### config.mk
export PLATFORM = sky130hd
export DESIGN_NAME = ibt_indicator_timer
export DESIGN_NICKNAME = d
export VERILOG_FILES = /design/src/core/ibt_pkg.sv /design/src/core/ibt_tick_if.sv /design/src/core/ibt_indicator_timer.sv /design/src/core/ibt_tick_div.sv
export VERILOG_INCLUDE_DIRS = /design/src /design/src/core
export SDC_FILE = /design/constraint.sdc
export NUM_CORES = 1
export LEC_CHECK = 0
export BUFFER_PORTS_ARGS = -buffer_cell sky130_fd_sc_hd__buf_2
export CAP_MARGIN = 30
export CORE_MARGIN = 2
export CORE_UTILIZATION = 63
export DETAILED_ROUTE_END_ITERATION = 10
export PLACE_DENSITY = 0.85
export REMOVE_ABC_BUFFERS = 1
export SLEW_MARGIN = 20
export SYNTH_ARGS = -nofsm -noshare
export SYNTH_HDL_FRONTEND = slang
export SYNTH_SLANG_ARGS = --single-unit
### constraint.sdc
create_clock -name mclk -period 4.7 [get_ports mclk]
set_clock_uncertainty 0.2 [all_clocks]
set_input_delay 0.94 -clock mclk [delete_from_list [all_inputs] [get_ports mclk]]
set_output_delay 0.94 -clock mclk [all_outputs]
set_load 0.03 [all_outputs]
### src/core/ibt_defs.svh
/*
 Register indices, field positions, reset values and timing constants of the indicator blink timer.
 Assumes it is included by its bare name from the indicator timer module.
*/
`ifndef IBT_DEFS_SVH
`define IBT_DEFS_SVH

`define IBT_IDX_PWM_PERIOD   2'h0
`define IBT_IDX_IND_CONTROL  2'h1
`define IBT_IDX_BLINK_TIMING 2'h2
`define IBT_IDX_PRIVACY      2'h3

`define IBT_PWM_CODE_LSB     0
`define IBT_IND_CUR_LSB      0
`define IBT_IND_COUNT_LSB    3
`define IBT_IND_RAMP_LSB     6
`define IBT_BLK_PULSE_LSB    0
`define IBT_BLK_BLANK_LSB    4
`define IBT_PRV_DUTY_LSB     0
`define IBT_PRV_TERM_LSB     3
`define IBT_PRV_LED1_LSB     4
`define IBT_PRV_LED2_LSB     5
`define IBT_PRV_BLINK_LSB    6

`define IBT_RST_PWM_PERIOD   8'h00
`define IBT_RST_IND_CONTROL  8'h00
`define IBT_RST_BLINK_TIMING 8'h00
`define IBT_RST_PRIVACY      8'h00

`define IBT_CLK_PERIOD_NS    5
`define IBT_TICK_US_NS       1000
`define IBT_US_CYCLES        ((`IBT_TICK_US_NS + `IBT_CLK_PERIOD_NS - 1) / `IBT_CLK_PERIOD_NS)
`define IBT_MS_US            1000
`define IBT_RAMP_BASE_MS     12'h04E
`define IBT_PULSE_STEP_MS    12'h020
`define IBT_PULSE_CODE3_MS   12'h05C
`define IBT_PWM_LONG_US      13'h1400
`define IBT_PWM_SHORT_US     13'h0140
`define IBT_PWM_UNIT_US      13'h0200
`define IBT_PWM_UNIT_MIN_US  13'h0020
`define IBT_BLINK_BASE_MS    10'h080

`endif

### src/core/ibt_pkg.sv
/*
 Types shared by the indicator blink timer modules.
 Assumes nothing beyond the constants header.
*/
package ibt_pkg;
   typedef enum logic [2:0]
   {
      IBT_IDLE     = 3'b000,
      IBT_RAMP_UP  = 3'b001,
      IBT_HOLD_ON  = 3'b010,
      IBT_RAMP_DN  = 3'b011,
      IBT_HOLD_OFF = 3'b100,
      IBT_BLANK    = 3'b101
   } ibt_state_e;
endpackage

### src/core/ibt_tick_if.sv
/*
 Carries one timing enable pulse from a divider to its users.
 Assumes a single clock domain.
*/
`timescale 1ns/1ps
`default_nettype none
interface ibt_tick_if;
   logic tick;
   modport src (output tick);
   modport dst (input tick);
endinterface
`default_nettype wire

### src/core/ibt_indicator_timer.sv
/*
 Indicator blink timer: message indicator ramp, hold and blank sequencing and the privacy
 indicator PWM, with its configuration registers behind a simple indexed write/read port.
 Assumes a 200 MHz mclk, synchronous active-high rst and an analog current source that
 performs the actual ramp while indRampUp or indRampDown is high.
*/
// How it works
// - The privacy PWM period is 5.12 ms, 2.56 ms, 1.28 ms or 640 us for codes 0 to 3 and 320 us when the top bit is set.
// - The two ramp bits set both ramp times to 78, 156, 312 or 624 ms.
// - The three current bits give 2.25 mA per step from 2.25 mA up to 18 mA and are passed to the source.
// - A period is two ramp times plus two pulse times, the pulse time being 32 ms per code with 92 ms printed for code 3.
// - The active interval is the period times the period count in bits 5 to 3.
// - The blank interval is the active interval times the blank count in the upper nibble of the blink register.
// - The blink register holds the blank count high and the pulse code low; the control register holds ramp, count and current.
// - Only bits 2 to 0 of the PWM period register act and the rest read as zero.
// - The privacy duty runs from 10 percent at code 0 to 80 percent at code 7 in 10 percent steps.
// - The privacy blink field selects no blink or a 128, 256 or 512 ms blink period.
`timescale 1ns/1ps
`default_nettype none
`include "ibt_defs.svh"
module ibt_indicator_timer
   import ibt_pkg::*;
#(
   parameter int US_CYCLES = `IBT_US_CYCLES,
   parameter int MS_US     = `IBT_MS_US
)
(
   input  wire logic       mclk,
   input  wire logic       rst,
   input  wire logic       regWrEn,
   input  wire logic [1:0] regIdx,
   input  wire logic [7:0] regWrData,
   output logic      [7:0] regRdData,
   input  wire logic       msgModeEn,
   input  wire logic       privModeEn,
   output logic            indSourceOn,
   output logic            indRampUp,
   output logic            indRampDown,
   output logic      [2:0] indCurrentCode,
   output logic            indBlanking,
   output logic            privLed1,
   output logic            privLed2
);
   initial
   begin
      if (US_CYCLES < 1 || MS_US < 1)
         $error("ibt_indicator_timer: divider settings must be positive");
   end

   ibt_tick_if usIf ();
   ibt_tick_if msIf ();

   ibt_tick_div #(.DIV(US_CYCLES)) usDiv
   (
      .mclk (mclk),
      .rst  (rst),
      .en   (1'b1),
      .out  (usIf.src)
   );

   ibt_tick_div #(.DIV(MS_US)) msDiv
   (
      .mclk (mclk),
      .rst  (rst),
      .en   (usIf.tick),
      .out  (msIf.src)
   );

   logic [2:0] pwmPeriod_reg;
   logic [7:0] indControl_reg;
   logic [7:0] blinkTiming_reg;
   logic [7:0] privacy_reg;

   always_ff @(posedge mclk)
   begin
      if (rst)
      begin
         pwmPeriod_reg   <= 3'(`IBT_RST_PWM_PERIOD);
         indControl_reg  <= `IBT_RST_IND_CONTROL;
         blinkTiming_reg <= `IBT_RST_BLINK_TIMING;
         privacy_reg     <= `IBT_RST_PRIVACY;
      end
      else if (regWrEn)
      begin
         case (regIdx)
            `IBT_IDX_PWM_PERIOD:   pwmPeriod_reg   <= regWrData[`IBT_PWM_CODE_LSB +: 3];
            `IBT_IDX_IND_CONTROL:  indControl_reg  <= regWrData;
            `IBT_IDX_BLINK_TIMING: blinkTiming_reg <= regWrData;
            default:               privacy_reg     <= regWrData;
         endcase
      end
   end

   always_ff @(posedge mclk)
   begin
      if (rst)
         regRdData <= 8'h00;
      else
      begin
         case (regIdx)
            `IBT_IDX_PWM_PERIOD:   regRdData <= {5'h00, pwmPeriod_reg};
            `IBT_IDX_IND_CONTROL:  regRdData <= indControl_reg;
            `IBT_IDX_BLINK_TIMING: regRdData <= blinkTiming_reg;
            default:               regRdData <= privacy_reg;
         endcase
      end
   end

   logic [1:0]  rampCode;
   logic [2:0]  periodCount;
   logic [2:0]  currentCode;
   logic [3:0]  pulseCode;
   logic [3:0]  blankCount;
   logic [11:0] rampMs;
   logic [11:0] pulseMs;
   logic [11:0] periodMs;
   logic [6:0]  blankTotal;

   assign rampCode    = indControl_reg[`IBT_IND_RAMP_LSB +: 2];
   assign periodCount = indControl_reg[`IBT_IND_COUNT_LSB +: 3];
   assign currentCode = indControl_reg[`IBT_IND_CUR_LSB +: 3];
   assign pulseCode   = blinkTiming_reg[`IBT_BLK_PULSE_LSB +: 4];
   assign blankCount  = blinkTiming_reg[`IBT_BLK_BLANK_LSB +: 4];
   assign rampMs      = `IBT_RAMP_BASE_MS << rampCode;
   // The odd printed figure for code 3 is kept on purpose instead of the linear 96 ms.
   assign pulseMs     = (pulseCode == 4'h3) ? `IBT_PULSE_CODE3_MS
                                            : 12'(`IBT_PULSE_STEP_MS * pulseCode);
   assign periodMs    = 12'((rampMs + pulseMs) << 1);
   // Blanking is counted in whole periods, so no wide multiplier of milliseconds is needed.
   assign blankTotal  = 7'(periodCount * blankCount);

   ibt_state_e  state_reg;
   ibt_state_e  state_next;
   logic [11:0] msCnt_reg;
   logic [2:0]  periodIdx_reg;
   logic [6:0]  blankIdx_reg;
   logic [11:0] target;
   logic        phaseDone;

   always_comb
   begin
      case (state_reg)
         IBT_RAMP_UP:  target = rampMs;
         IBT_RAMP_DN:  target = rampMs;
         IBT_HOLD_ON:  target = pulseMs;
         IBT_HOLD_OFF: target = pulseMs;
         IBT_BLANK:    target = periodMs;
         default:      target = 12'h000;
      endcase
   end

   assign phaseDone = (target == 12'h000) ||
                      (msIf.tick && (msCnt_reg + 12'h001 >= target));

   always_comb
   begin
      state_next = state_reg;
      case (state_reg)
         IBT_IDLE:
            if (periodCount != 3'h0)
               state_next = IBT_RAMP_UP;
         IBT_RAMP_UP:
            if (phaseDone)
               state_next = IBT_HOLD_ON;
         IBT_HOLD_ON:
            if (phaseDone)
               state_next = IBT_RAMP_DN;
         IBT_RAMP_DN:
            if (phaseDone)
               state_next = IBT_HOLD_OFF;
         IBT_HOLD_OFF:
            if (phaseDone)
            begin
               if (periodIdx_reg + 3'h1 < periodCount)
                  state_next = IBT_RAMP_UP;
               else if (blankTotal != 7'h00)
                  state_next = IBT_BLANK;
               else
                  state_next = IBT_RAMP_UP;
            end
         IBT_BLANK:
            if (phaseDone && blankIdx_reg + 7'h01 >= blankTotal)
               state_next = IBT_RAMP_UP;
         default:
            state_next = IBT_IDLE;
      endcase
      if (!msgModeEn || periodCount == 3'h0)
         state_next = IBT_IDLE;
   end

   always_ff @(posedge mclk)
   begin
      if (rst)
      begin
         state_reg     <= IBT_IDLE;
         msCnt_reg     <= 12'h000;
         periodIdx_reg <= 3'h0;
         blankIdx_reg  <= 7'h00;
      end
      else
      begin
         state_reg <= state_next;
         if (state_next != state_reg || (state_reg == IBT_BLANK && phaseDone))
            msCnt_reg <= 12'h000;
         else if (msIf.tick)
            msCnt_reg <= msCnt_reg + 12'h001;
         if (state_next == IBT_IDLE || state_reg == IBT_BLANK)
            periodIdx_reg <= 3'h0;
         else if (state_reg == IBT_HOLD_OFF && phaseDone)
            periodIdx_reg <= (state_next == IBT_RAMP_UP && periodIdx_reg + 3'h1 < periodCount)
                             ? periodIdx_reg + 3'h1 : 3'h0;
         if (state_reg != IBT_BLANK)
            blankIdx_reg <= 7'h00;
         else if (phaseDone)
            blankIdx_reg <= blankIdx_reg + 7'h01;
      end
   end

   always_ff @(posedge mclk)
   begin
      if (rst)
      begin
         indSourceOn    <= 1'b0;
         indRampUp      <= 1'b0;
         indRampDown    <= 1'b0;
         indCurrentCode <= 3'h0;
         indBlanking    <= 1'b0;
      end
      else
      begin
         indSourceOn    <= (state_reg == IBT_RAMP_UP) || (state_reg == IBT_HOLD_ON) ||
                           (state_reg == IBT_RAMP_DN);
         indRampUp      <= (state_reg == IBT_RAMP_UP);
         indRampDown    <= (state_reg == IBT_RAMP_DN);
         indCurrentCode <= currentCode;
         indBlanking    <= (state_reg == IBT_BLANK);
      end
   end

   logic [12:0] pwmPeriodUs;
   logic [12:0] pwmUnitUs;
   logic [12:0] pwmOnUs;
   logic [2:0]  dutyCode;
   logic [1:0]  blinkCode;
   logic [9:0]  blinkHalfMs;
   logic [12:0] usCnt_reg;
   logic [9:0]  blinkCnt_reg;
   logic        blinkGate_reg;

   // A set top bit overrides the low bits, so codes 4 to 7 all give the shortest period.
   assign pwmPeriodUs = pwmPeriod_reg[2] ? `IBT_PWM_SHORT_US
                                         : (`IBT_PWM_LONG_US >> pwmPeriod_reg[1:0]);
   assign pwmUnitUs   = pwmPeriod_reg[2] ? `IBT_PWM_UNIT_MIN_US
                                         : (`IBT_PWM_UNIT_US >> pwmPeriod_reg[1:0]);
   assign dutyCode    = privacy_reg[`IBT_PRV_DUTY_LSB +: 3];
   assign pwmOnUs     = 13'(pwmUnitUs * ({1'b0, dutyCode} + 4'h1));
   assign blinkCode   = privacy_reg[`IBT_PRV_BLINK_LSB +: 2];
   assign blinkHalfMs = (`IBT_BLINK_BASE_MS >> 2) << blinkCode;

   always_ff @(posedge mclk)
   begin
      if (rst || !privModeEn)
         usCnt_reg <= 13'h0000;
      else if (usIf.tick)
         usCnt_reg <= (usCnt_reg + 13'h0001 >= pwmPeriodUs) ? 13'h0000
                                                          : usCnt_reg + 13'h0001;
   end

   // The blink is taken as an even on/off split of the selected blink period.
   always_ff @(posedge mclk)
   begin
      if (rst || !privModeEn || blinkCode == 2'h0)
      begin
         blinkCnt_reg  <= 10'h000;
         blinkGate_reg <= 1'b1;
      end
      else if (msIf.tick)
      begin
         if (blinkCnt_reg + 10'h001 >= blinkHalfMs)
         begin
            blinkCnt_reg  <= 10'h000;
            blinkGate_reg <= !blinkGate_reg;
         end
         else
            blinkCnt_reg <= blinkCnt_reg + 10'h001;
      end
   end

   always_ff @(posedge mclk)
   begin
      if (rst)
      begin
         privLed1 <= 1'b0;
         privLed2 <= 1'b0;
      end
      else
      begin
         privLed1 <= privModeEn && blinkGate_reg && (usCnt_reg < pwmOnUs) &&
                     privacy_reg[`IBT_PRV_LED1_LSB];
         privLed2 <= privModeEn && blinkGate_reg && (usCnt_reg < pwmOnUs) &&
                     privacy_reg[`IBT_PRV_LED2_LSB];
      end
   end
endmodule // ibt_indicator_timer
`default_nettype wire

### src/core/ibt_tick_div.sv
/*
 Enable divider: one pulse on tick for every DIV cycles in which en is high.
 Assumes a synchronous active-high reset and one clock.
*/
`timescale 1ns/1ps
`default_nettype none
module ibt_tick_div
   import ibt_pkg::*;
#(
   parameter int DIV = 200
)
(
   input  wire logic mclk,
   input  wire logic rst,
   input  wire logic en,
   ibt_tick_if.src   out
);
   initial
   begin
      if (DIV < 1 || DIV > 65535)
         $error("ibt_tick_div: DIV out of range");
   end

   logic [15:0] count_reg;

   always_ff @(posedge mclk)
   begin
      if (rst)
      begin
         count_reg <= 16'h0000;
         out.tick  <= 1'b0;
      end
      else if (en && count_reg == 16'(DIV - 1))
      begin
         count_reg <= 16'h0000;
         out.tick  <= 1'b1;
      end
      else
      begin
         if (en)
            count_reg <= count_reg + 16'h0001;
         out.tick <= 1'b0;
      end
   end
endmodule // ibt_tick_div
`default_nettype wire

==> results of run 1 <==
==> placed cells by master, fill, tap and decap left out, types with 4 or more instances in the layout <==
cell and count:
dfxtp_1 127, nor2_1 103, nand2_1 90, ha_1 79, a21oi_1 64, inv_1 54
xor2_1 48, nand3_1 46, xnor2_1 32, buf_2 31, o21ai_0 30, nand4_1 21
mux2i_1 20, or3_1 17, clkbuf_16 17, nand2b_1 13, and2_1 12, and3_1 11
nor2b_1 11, nor3_1 10, fa_1 10, o21a_1 9, a21o_1 8, a22oi_1 6
mux2_2 6, a32o_1 6, buf_4 6, a211oi_1 5, o22ai_1 4, o2bb2ai_1 4
nor4_1 4, clkbuf_8 4
==> how the worst max path moves through the flow <==
stage / cells after the start / to / from
2_1_floorplan: 15 / msCnt_reg[0] / indControl_reg[7]
4_1_cts: 15 / privLed1 / privacy_reg[1]
3_5_place_dp: 15 / privLed1 / privacy_reg[1]
5_1_grt: 15 / privLed2 / privacy_reg[1]
6_report: 17 / msCnt_reg[3] / indControl_reg[7]
3_3_place_gp: 15 / privLed2 / privacy_reg[1]
==> cells by family after synthesis <==
group / after synthesis / share of synthesized area
AOI/OAI and AO/OA: 160 / 0.127
xor gates and xnor gates: 81 / 0.0906
adders and majority gates: 89 / 0.152
buffers and inverters: 88 / 0.0438
DFF: 127 / 0.325
muxes: 29 / 0.0428
and+or+nand+nor: 355 / 0.219
==> area by class of cell <==
cell class / instances / area [um^2] / share of cell area
Antenna cell: 1 / 2.50 / 0.000287
Clock buffer: 23 / 488 / 0.0559
Clock inverter: 8 / 106 / 0.0122
Inverter: 56 / 213 / 0.0244
Multi-Input combinational cell: 714 / 4960 / 0.568
Sequential cell: 127 / 2540 / 0.291
Tap cell: 168 / 210 / 0.0241
Timing Repair Buffer: 38 / 208 / 0.0238
==> stage by stage <==
| step | cell area, um^2 | hold slack [ns] | total power (W) |
|---|---|---|---|
| after global placement | 8110 | 0.228 | 0.00127 |
| after CTS | 8700 | 0.248 | 0.00258 |
| after global routing | 8730 | 0.283 | 0.00264 |
| final | 8730 | 0.244 | 0.00257 |
| after floorplan | 7700 | 0.218 | 0.00122 |
| after detailed placement | 8110 | 0.238 | 0.00127 |
==> power by group through the flow <==
stage / logic, W / clock network (W) / registers (W)
2_1_floorplan: 0.0000921 / 0 / 0.00113
3_3_place_gp: 0.000145 / 0 / 0.00113
3_5_place_dp: 0.000147 / 0 / 0.00113
4_1_cts: 0.000151 / 0.00132 / 0.00110
5_1_grt: 0.000171 / 0.00136 / 0.00111
6_report: 0.000154 / 0.00131 / 0.00110
==> routing by layer <==
layer  GRT usage  up-vias  wire length [um]
met1       0.345     3112              7470
met3      0.0675       38               922
met2       0.437      203              7970
met4       0.104        0               447
li1            -     3283                 -
met5           0        -                 0
==> critical path, stage by stage (launching register included) <==
cell,delay (ns)
dfxtp_1,0.50
inv_1,0.17
ha_1,0.33
inv_1,0.05
ha_1,0.37
a21oi_1,0.18
a21boi_1,0.09
or3_1,0.30
a32oi_1,0.34
ha_1,0.31
nand4_1,0.09
nor2_1,0.05
nand2_1,0.05
a31oi_1,0.13
a41oi_1,0.19
buf_4,0.26
nand3_1,0.40
a21oi_1,0.26
==> impl_metrics.py, run 1 <==
metrics = {
    "worst_setup_path": {
        "path_max_fanout": 21,
        "r2r_setup_slack_ns": 0.36,
        "required_ns": 4.85,
        "end_kind": "register",
        "timing.rr.end": "msCnt_reg[3]",
        "start_kind": "register",
        "critPathArrivalTime_ns": 4.49,
        "reg2regPathDepth": 17,
        "critPathKind": "register to register",
        "crit-reg2reg-launch": "indControl_reg[7]",
    },
    "drt": {
        "avgRoutedWirePerCell_um": 14.8,
        "via_count": 6636,
        "drc": 0,
        "ant_nets": 0,
        "drt-initial-drc-count": 594,
        "firstDrtPassIters": 5,
        "drt-total-wl_um": 16800,
        "viasPerCell": 5.85,
    },
    "floorplan": {
        "io_pins": 32,
        "die_w_um": 115,
        "start_util": 0.649,
        "die_area_um2": 13300,
        "num_rows": 40,
        "dieHeight_um": 115,
        "core_um2": 12100,
    },
    "pwr": {
        "p_per_area_nw_per_um2": 294,
        "seqPwrFrac": 0.430,
        "p_sw_w": 0.000584,
        "comb_power_share": 0.060,
        "swShare": 0.228,
        "peakVddDrop_v": 0.000285,
        "internal-power_w": 0.00198,
        "leakagePower_nw": 3.79,
        "power_frac_clock": 0.510,
    },
    "layout": {
        "fin_util": 0.724,
        "fin_cells": 1135,
        "final_layout_size_suffix_gt1_frac": 0.0870,
        "finalNetCount": 1058,
        "synthToLayoutAreaGrowth_pct": 11.5,
        "fillCellCount": 855,
    },
    "clocking": {
        "post_cts_resized": 0,
        "clockBufferDepth": 2,
        "cts_setup_buffers": 0,
        "htreeDepth": 4,
        "cts.sinks": 127,
        "clk_latency_ns": 0.42,
        "clockRootBuffer": "clkbuf_16",
        "path_clk_slew_ns": 0.05,
        "ctsHoldBuffers": 0,
        "tritoncts": "done",
        "cts_made_buffers": 17,
    },
    "sta": {
        "finalSetupViolations": 0,
        "max_slew_margin": 0.429,
        "max_freq_mhz": 230,
        "setup_tns_ns": 0,
        "layout_setup_ws_ns": 0.356,
        "fin_crit_sh": 0.924,
        "final.min_clock_period_ns": 4.34,
        "rsz0062_at_grt": "false",
        "finalHoldViolations": 0,
        "slew_violations": 0,
        "worstMarginPinSlew_ns": 0.854,
    },
    "synthesis": {
        "ys_types": 64,
        "yosys_register_bits": 127,
        "synth_common_cells": "dfxtp_1 (127), nor2_1 (103), nand2_1 (90)",
        "synth_most_common_cell": "dfxtp_1",
        "seq_area_frac_synth": 0.325,
        "synthFlopType": "dfxtp_1",
        "netlist_instances": 929,
        "synth_area_per_cell_um2": 8.43,
        "synth.area.top_cells": "dfxtp_1 (32%), ha_1 (13%), xor2_1 (5.5%)",
        "synth_top_area_share": 0.325,
        "synth_async_sr_flop_share": 0,
        "synth-edff-count": 0,
        "synthesis.area_um2": 7830,
        "yosysTopAreaCell": "dfxtp_1",
        "yosysWarnings": 0,
    },
    "worst_hold_path": {
        "min_path_type": "register to register",
        "worstHoldEndpoint": "usDiv.count_reg[0]",
        "worstHoldStart": "usDiv.count_reg[0]",
        "min_path_cells": 1,
    },
    "grt": {
        "grt_pass1_wl_um": 28700,
        "antenna_found_initial": 1,
        "grt.total_usage": 0.269,
        "grt-ovfl-total": 0,
        "grt_pass1_vias": 6248,
        "grt_max_degree": 52,
    },
    "placement": {
        "dpl_worst_slack_ns": 0.282,
        "dp_cells": 1102,
        "hpwl_um": 11800,
        "place_congestion": 0.951,
        "io_buffers": 31,
    },
    "job": {
        "maxCapViolations": 0,
    },
    "run_status": {
        "status": "finished, final reports clean",
    },
}
Note: power is estimated with default switching activity, not from simulation.
==> run 2, diff against run 1 <==
--- a/config.mk
+++ b/config.mk
@@ -6,11 +6,12 @@
 export SDC_FILE = /design/constraint.sdc
 export NUM_CORES = 1
 export LEC_CHECK = 0
-export BUFFER_PORTS_ARGS = -buffer_cell sky130_fd_sc_hd__buf_2
 export CAP_MARGIN = 30
 export CORE_MARGIN = 2
-export CORE_UTILIZATION = 63
+export CORE_UTILIZATION = 65
+export CTS_CLUSTER_SIZE = 28
 export DETAILED_ROUTE_END_ITERATION = 10
+export DONT_BUFFER_PORTS = 1
 export PLACE_DENSITY = 0.85
 export REMOVE_ABC_BUFFERS = 1
 export SLEW_MARGIN = 20
==> impl_metrics.py, run 2 (synthesized netlist as in run 1, its figures left out) <==
metrics = {
    "pwr": {
        "power_frac_clock": 0.524,
        "peakVddDrop_v": 0.000254,
        "leakagePower_nw": 3.65,
        "swShare": 0.234,
        "p_per_area_nw_per_um2": 303,
        "seqPwrFrac": 0.428,
        "internal-power_w": 0.00198,
        "p_sw_w": 0.000605,
        "comb_power_share": 0.048,
    },
    "sta": {
        "max_freq_mhz": 226,
        "worstMarginPinSlew_ns": 0.926,
        "max_slew_margin": 0.380,
        "layout_setup_ws_ns": 0.266,
        "fin_crit_sh": 0.943,
        "final.min_clock_period_ns": 4.43,
        "finalHoldViolations": 0,
        "slew_violations": 0,
        "rsz0062_at_grt": "false",
        "finalSetupViolations": 0,
        "setup_tns_ns": 0,
    },
    "clocking": {
        "cts_made_buffers": 17,
        "cts_setup_buffers": 0,
        "tritoncts": "done",
        "clockBufferDepth": 2,
        "cts.sinks": 127,
        "ctsHoldBuffers": 0,
        "htreeDepth": 4,
        "clk_latency_ns": 0.42,
        "clockRootBuffer": "clkbuf_16",
        "path_clk_slew_ns": 0.06,
    },
    "placement": {
        "place_congestion": 1.00,
        "io_buffers": 0,
        "dpl_worst_slack_ns": 0.199,
        "hpwl_um": 11500,
    },
    "drt": {
        "drt-met1-wl_um": 7540,
        "drt-total-wl_um": 16600,
        "firstDrtPassIters": 5,
        "ant_nets": 0,
        "wl_met3_um": 773,
        "viasPerCell": 6.00,
        "drc": 0,
        "highest_layer": "met4",
        "drt-initial-drc-count": 600,
        "wl_met2_um": 7970,
        "via_count": 6495,
        "avgRoutedWirePerCell_um": 15.4,
    },
    "layout": {
        "final_layout_size_suffix_gt1_frac": 0.0578,
        "synthToLayoutAreaGrowth_pct": 9.19,
        "final_common_cell": "dfxtp_1",
        "mostFrequentLayoutCells": "dfxtp_1 (127), nor2_1 (103), nand2_1 (90)",
        "finalNetCount": 1026,
        "diodes": 0,
    },
    "worst_setup_path": {
        "crit-reg2reg-launch": "privacy_reg[1]",
        "critPathKind": "register to register",
        "reg2regPathDepth": 15,
        "end_kind": "register",
        "crit_start": "privacy_reg[1]",
        "cp.depth": 15,
        "slowest_delay_ns": 0.60,
        "path_delay_family": "adder cells",
        "critPathMostFrequentCell": "ha_1",
        "path_max_fanout": 5,
        "cpMaxStageDelayCell": "fa_1",
        "critPathArrivalTime_ns": 4.60,
        "path_buf_inv": 1,
        "required_ns": 4.86,
        "crit_chain": "ha_1 -> xor2_1 -> nand3_1 -> fa_1 -> fa_1 -> inv_1 -> ha_1 -> a21o_1 -> a21oi_1 -> o21bai_1 -> a21oi_1 -> xnor2_1 -> ha_1 -> a2111oi_2 -> and3_1",
        "start_kind": "register",
    },
    "job": {
        "maxCapViolations": 0,
    },
    "floorplan": {
        "die_w_um": 114,
        "core_um2": 11900,
        "start_util": 0.660,
        "io_pins": 32,
        "num_rows": 40,
        "dieHeight_um": 114,
        "die_area_um2": 12900,
    },
    "grt": {
        "grt_pass1_wl_um": 28000,
        "grt-ovfl-total": 0,
        "grt_pass1_vias": 6091,
        "grt.total_usage": 0.268,
        "antenna_found_initial": 0,
        "grt_max_degree": 53,
    },
    "worst_hold_path": {
        "min_path_cells": 2,
        "min_path_type": "register to register",
        "worstHoldStart": "blinkCnt_reg[5]",
    },
    "run_status": {
        "status": "finished, final reports clean",
    },
}
## run 2: worst paths after layout
path / end / slack [ns]
worst min-delay path: blinkCnt_reg[5] / 0.27
worst min register to register: blinkCnt_reg[5] / 0.27
worst max register to register: privLed1 / 0.27
worst max-delay path: privLed1 / 0.27
## run 2: tightest hold or removal path: cells and delay by family (launching register included)
family        cells  cell delay, ns
flops             1            0.32
simple gates      2            0.11
## run 2: final cells by class
cell class / count / area (um^2)
inverters: 56 / 213
clock buffers: 18 / 429
repair buffers: 6 / 45.0
clock inverters: 14 / 180
fillers: 846 / 3310
multi-input cells: 714 / 4950
flip-flops and latches: 127 / 2540
well taps: 147 / 184
## run 2: power by group through the flow
stage	clock (W)	sequential, W	combinational [W]
floorplan	0	0.00113	0.0000921
global placement	0	0.00113	0.000116
detailed placement	0	0.00113	0.000119
CTS	0.00137	0.00111	0.000122
global route	0.00143	0.00111	0.000138
finish	0.00136	0.00111	0.000124
## run 2: repair_timing
item,CTS,global route
endpoints found under the hold margin,0,0
setup endpoints to repair,0,4
gates resized for setup,0,3
## run 2: per-stage QoR
stage	hold WS, ns	utilization	power [W]	area (um^2)	cells
5_1_grt	0.293	0.721	0.00268	8550	1082
6_report	0.270	0.721	0.00259	8550	1082
3_3_place_gp	0.232	0.668	0.00125	7920	1049
4_1_cts	0.272	0.719	0.00260	8530	1081
3_5_place_dp	0.261	0.668	0.00125	7920	1049
2_1_floorplan	0.218	-	0.00122	7700	897
## run 2: per-layer routing
| metal | GRT usage | up-vias |
|---|---|---|
| li1 | - | 3216 |
| met1 | 0.350 | 3079 |
| met2 | 0.439 | 170 |
| met3 | 0.0553 | 30 |
| met4 | 0.0992 | 0 |
| met5 | 0 | - |
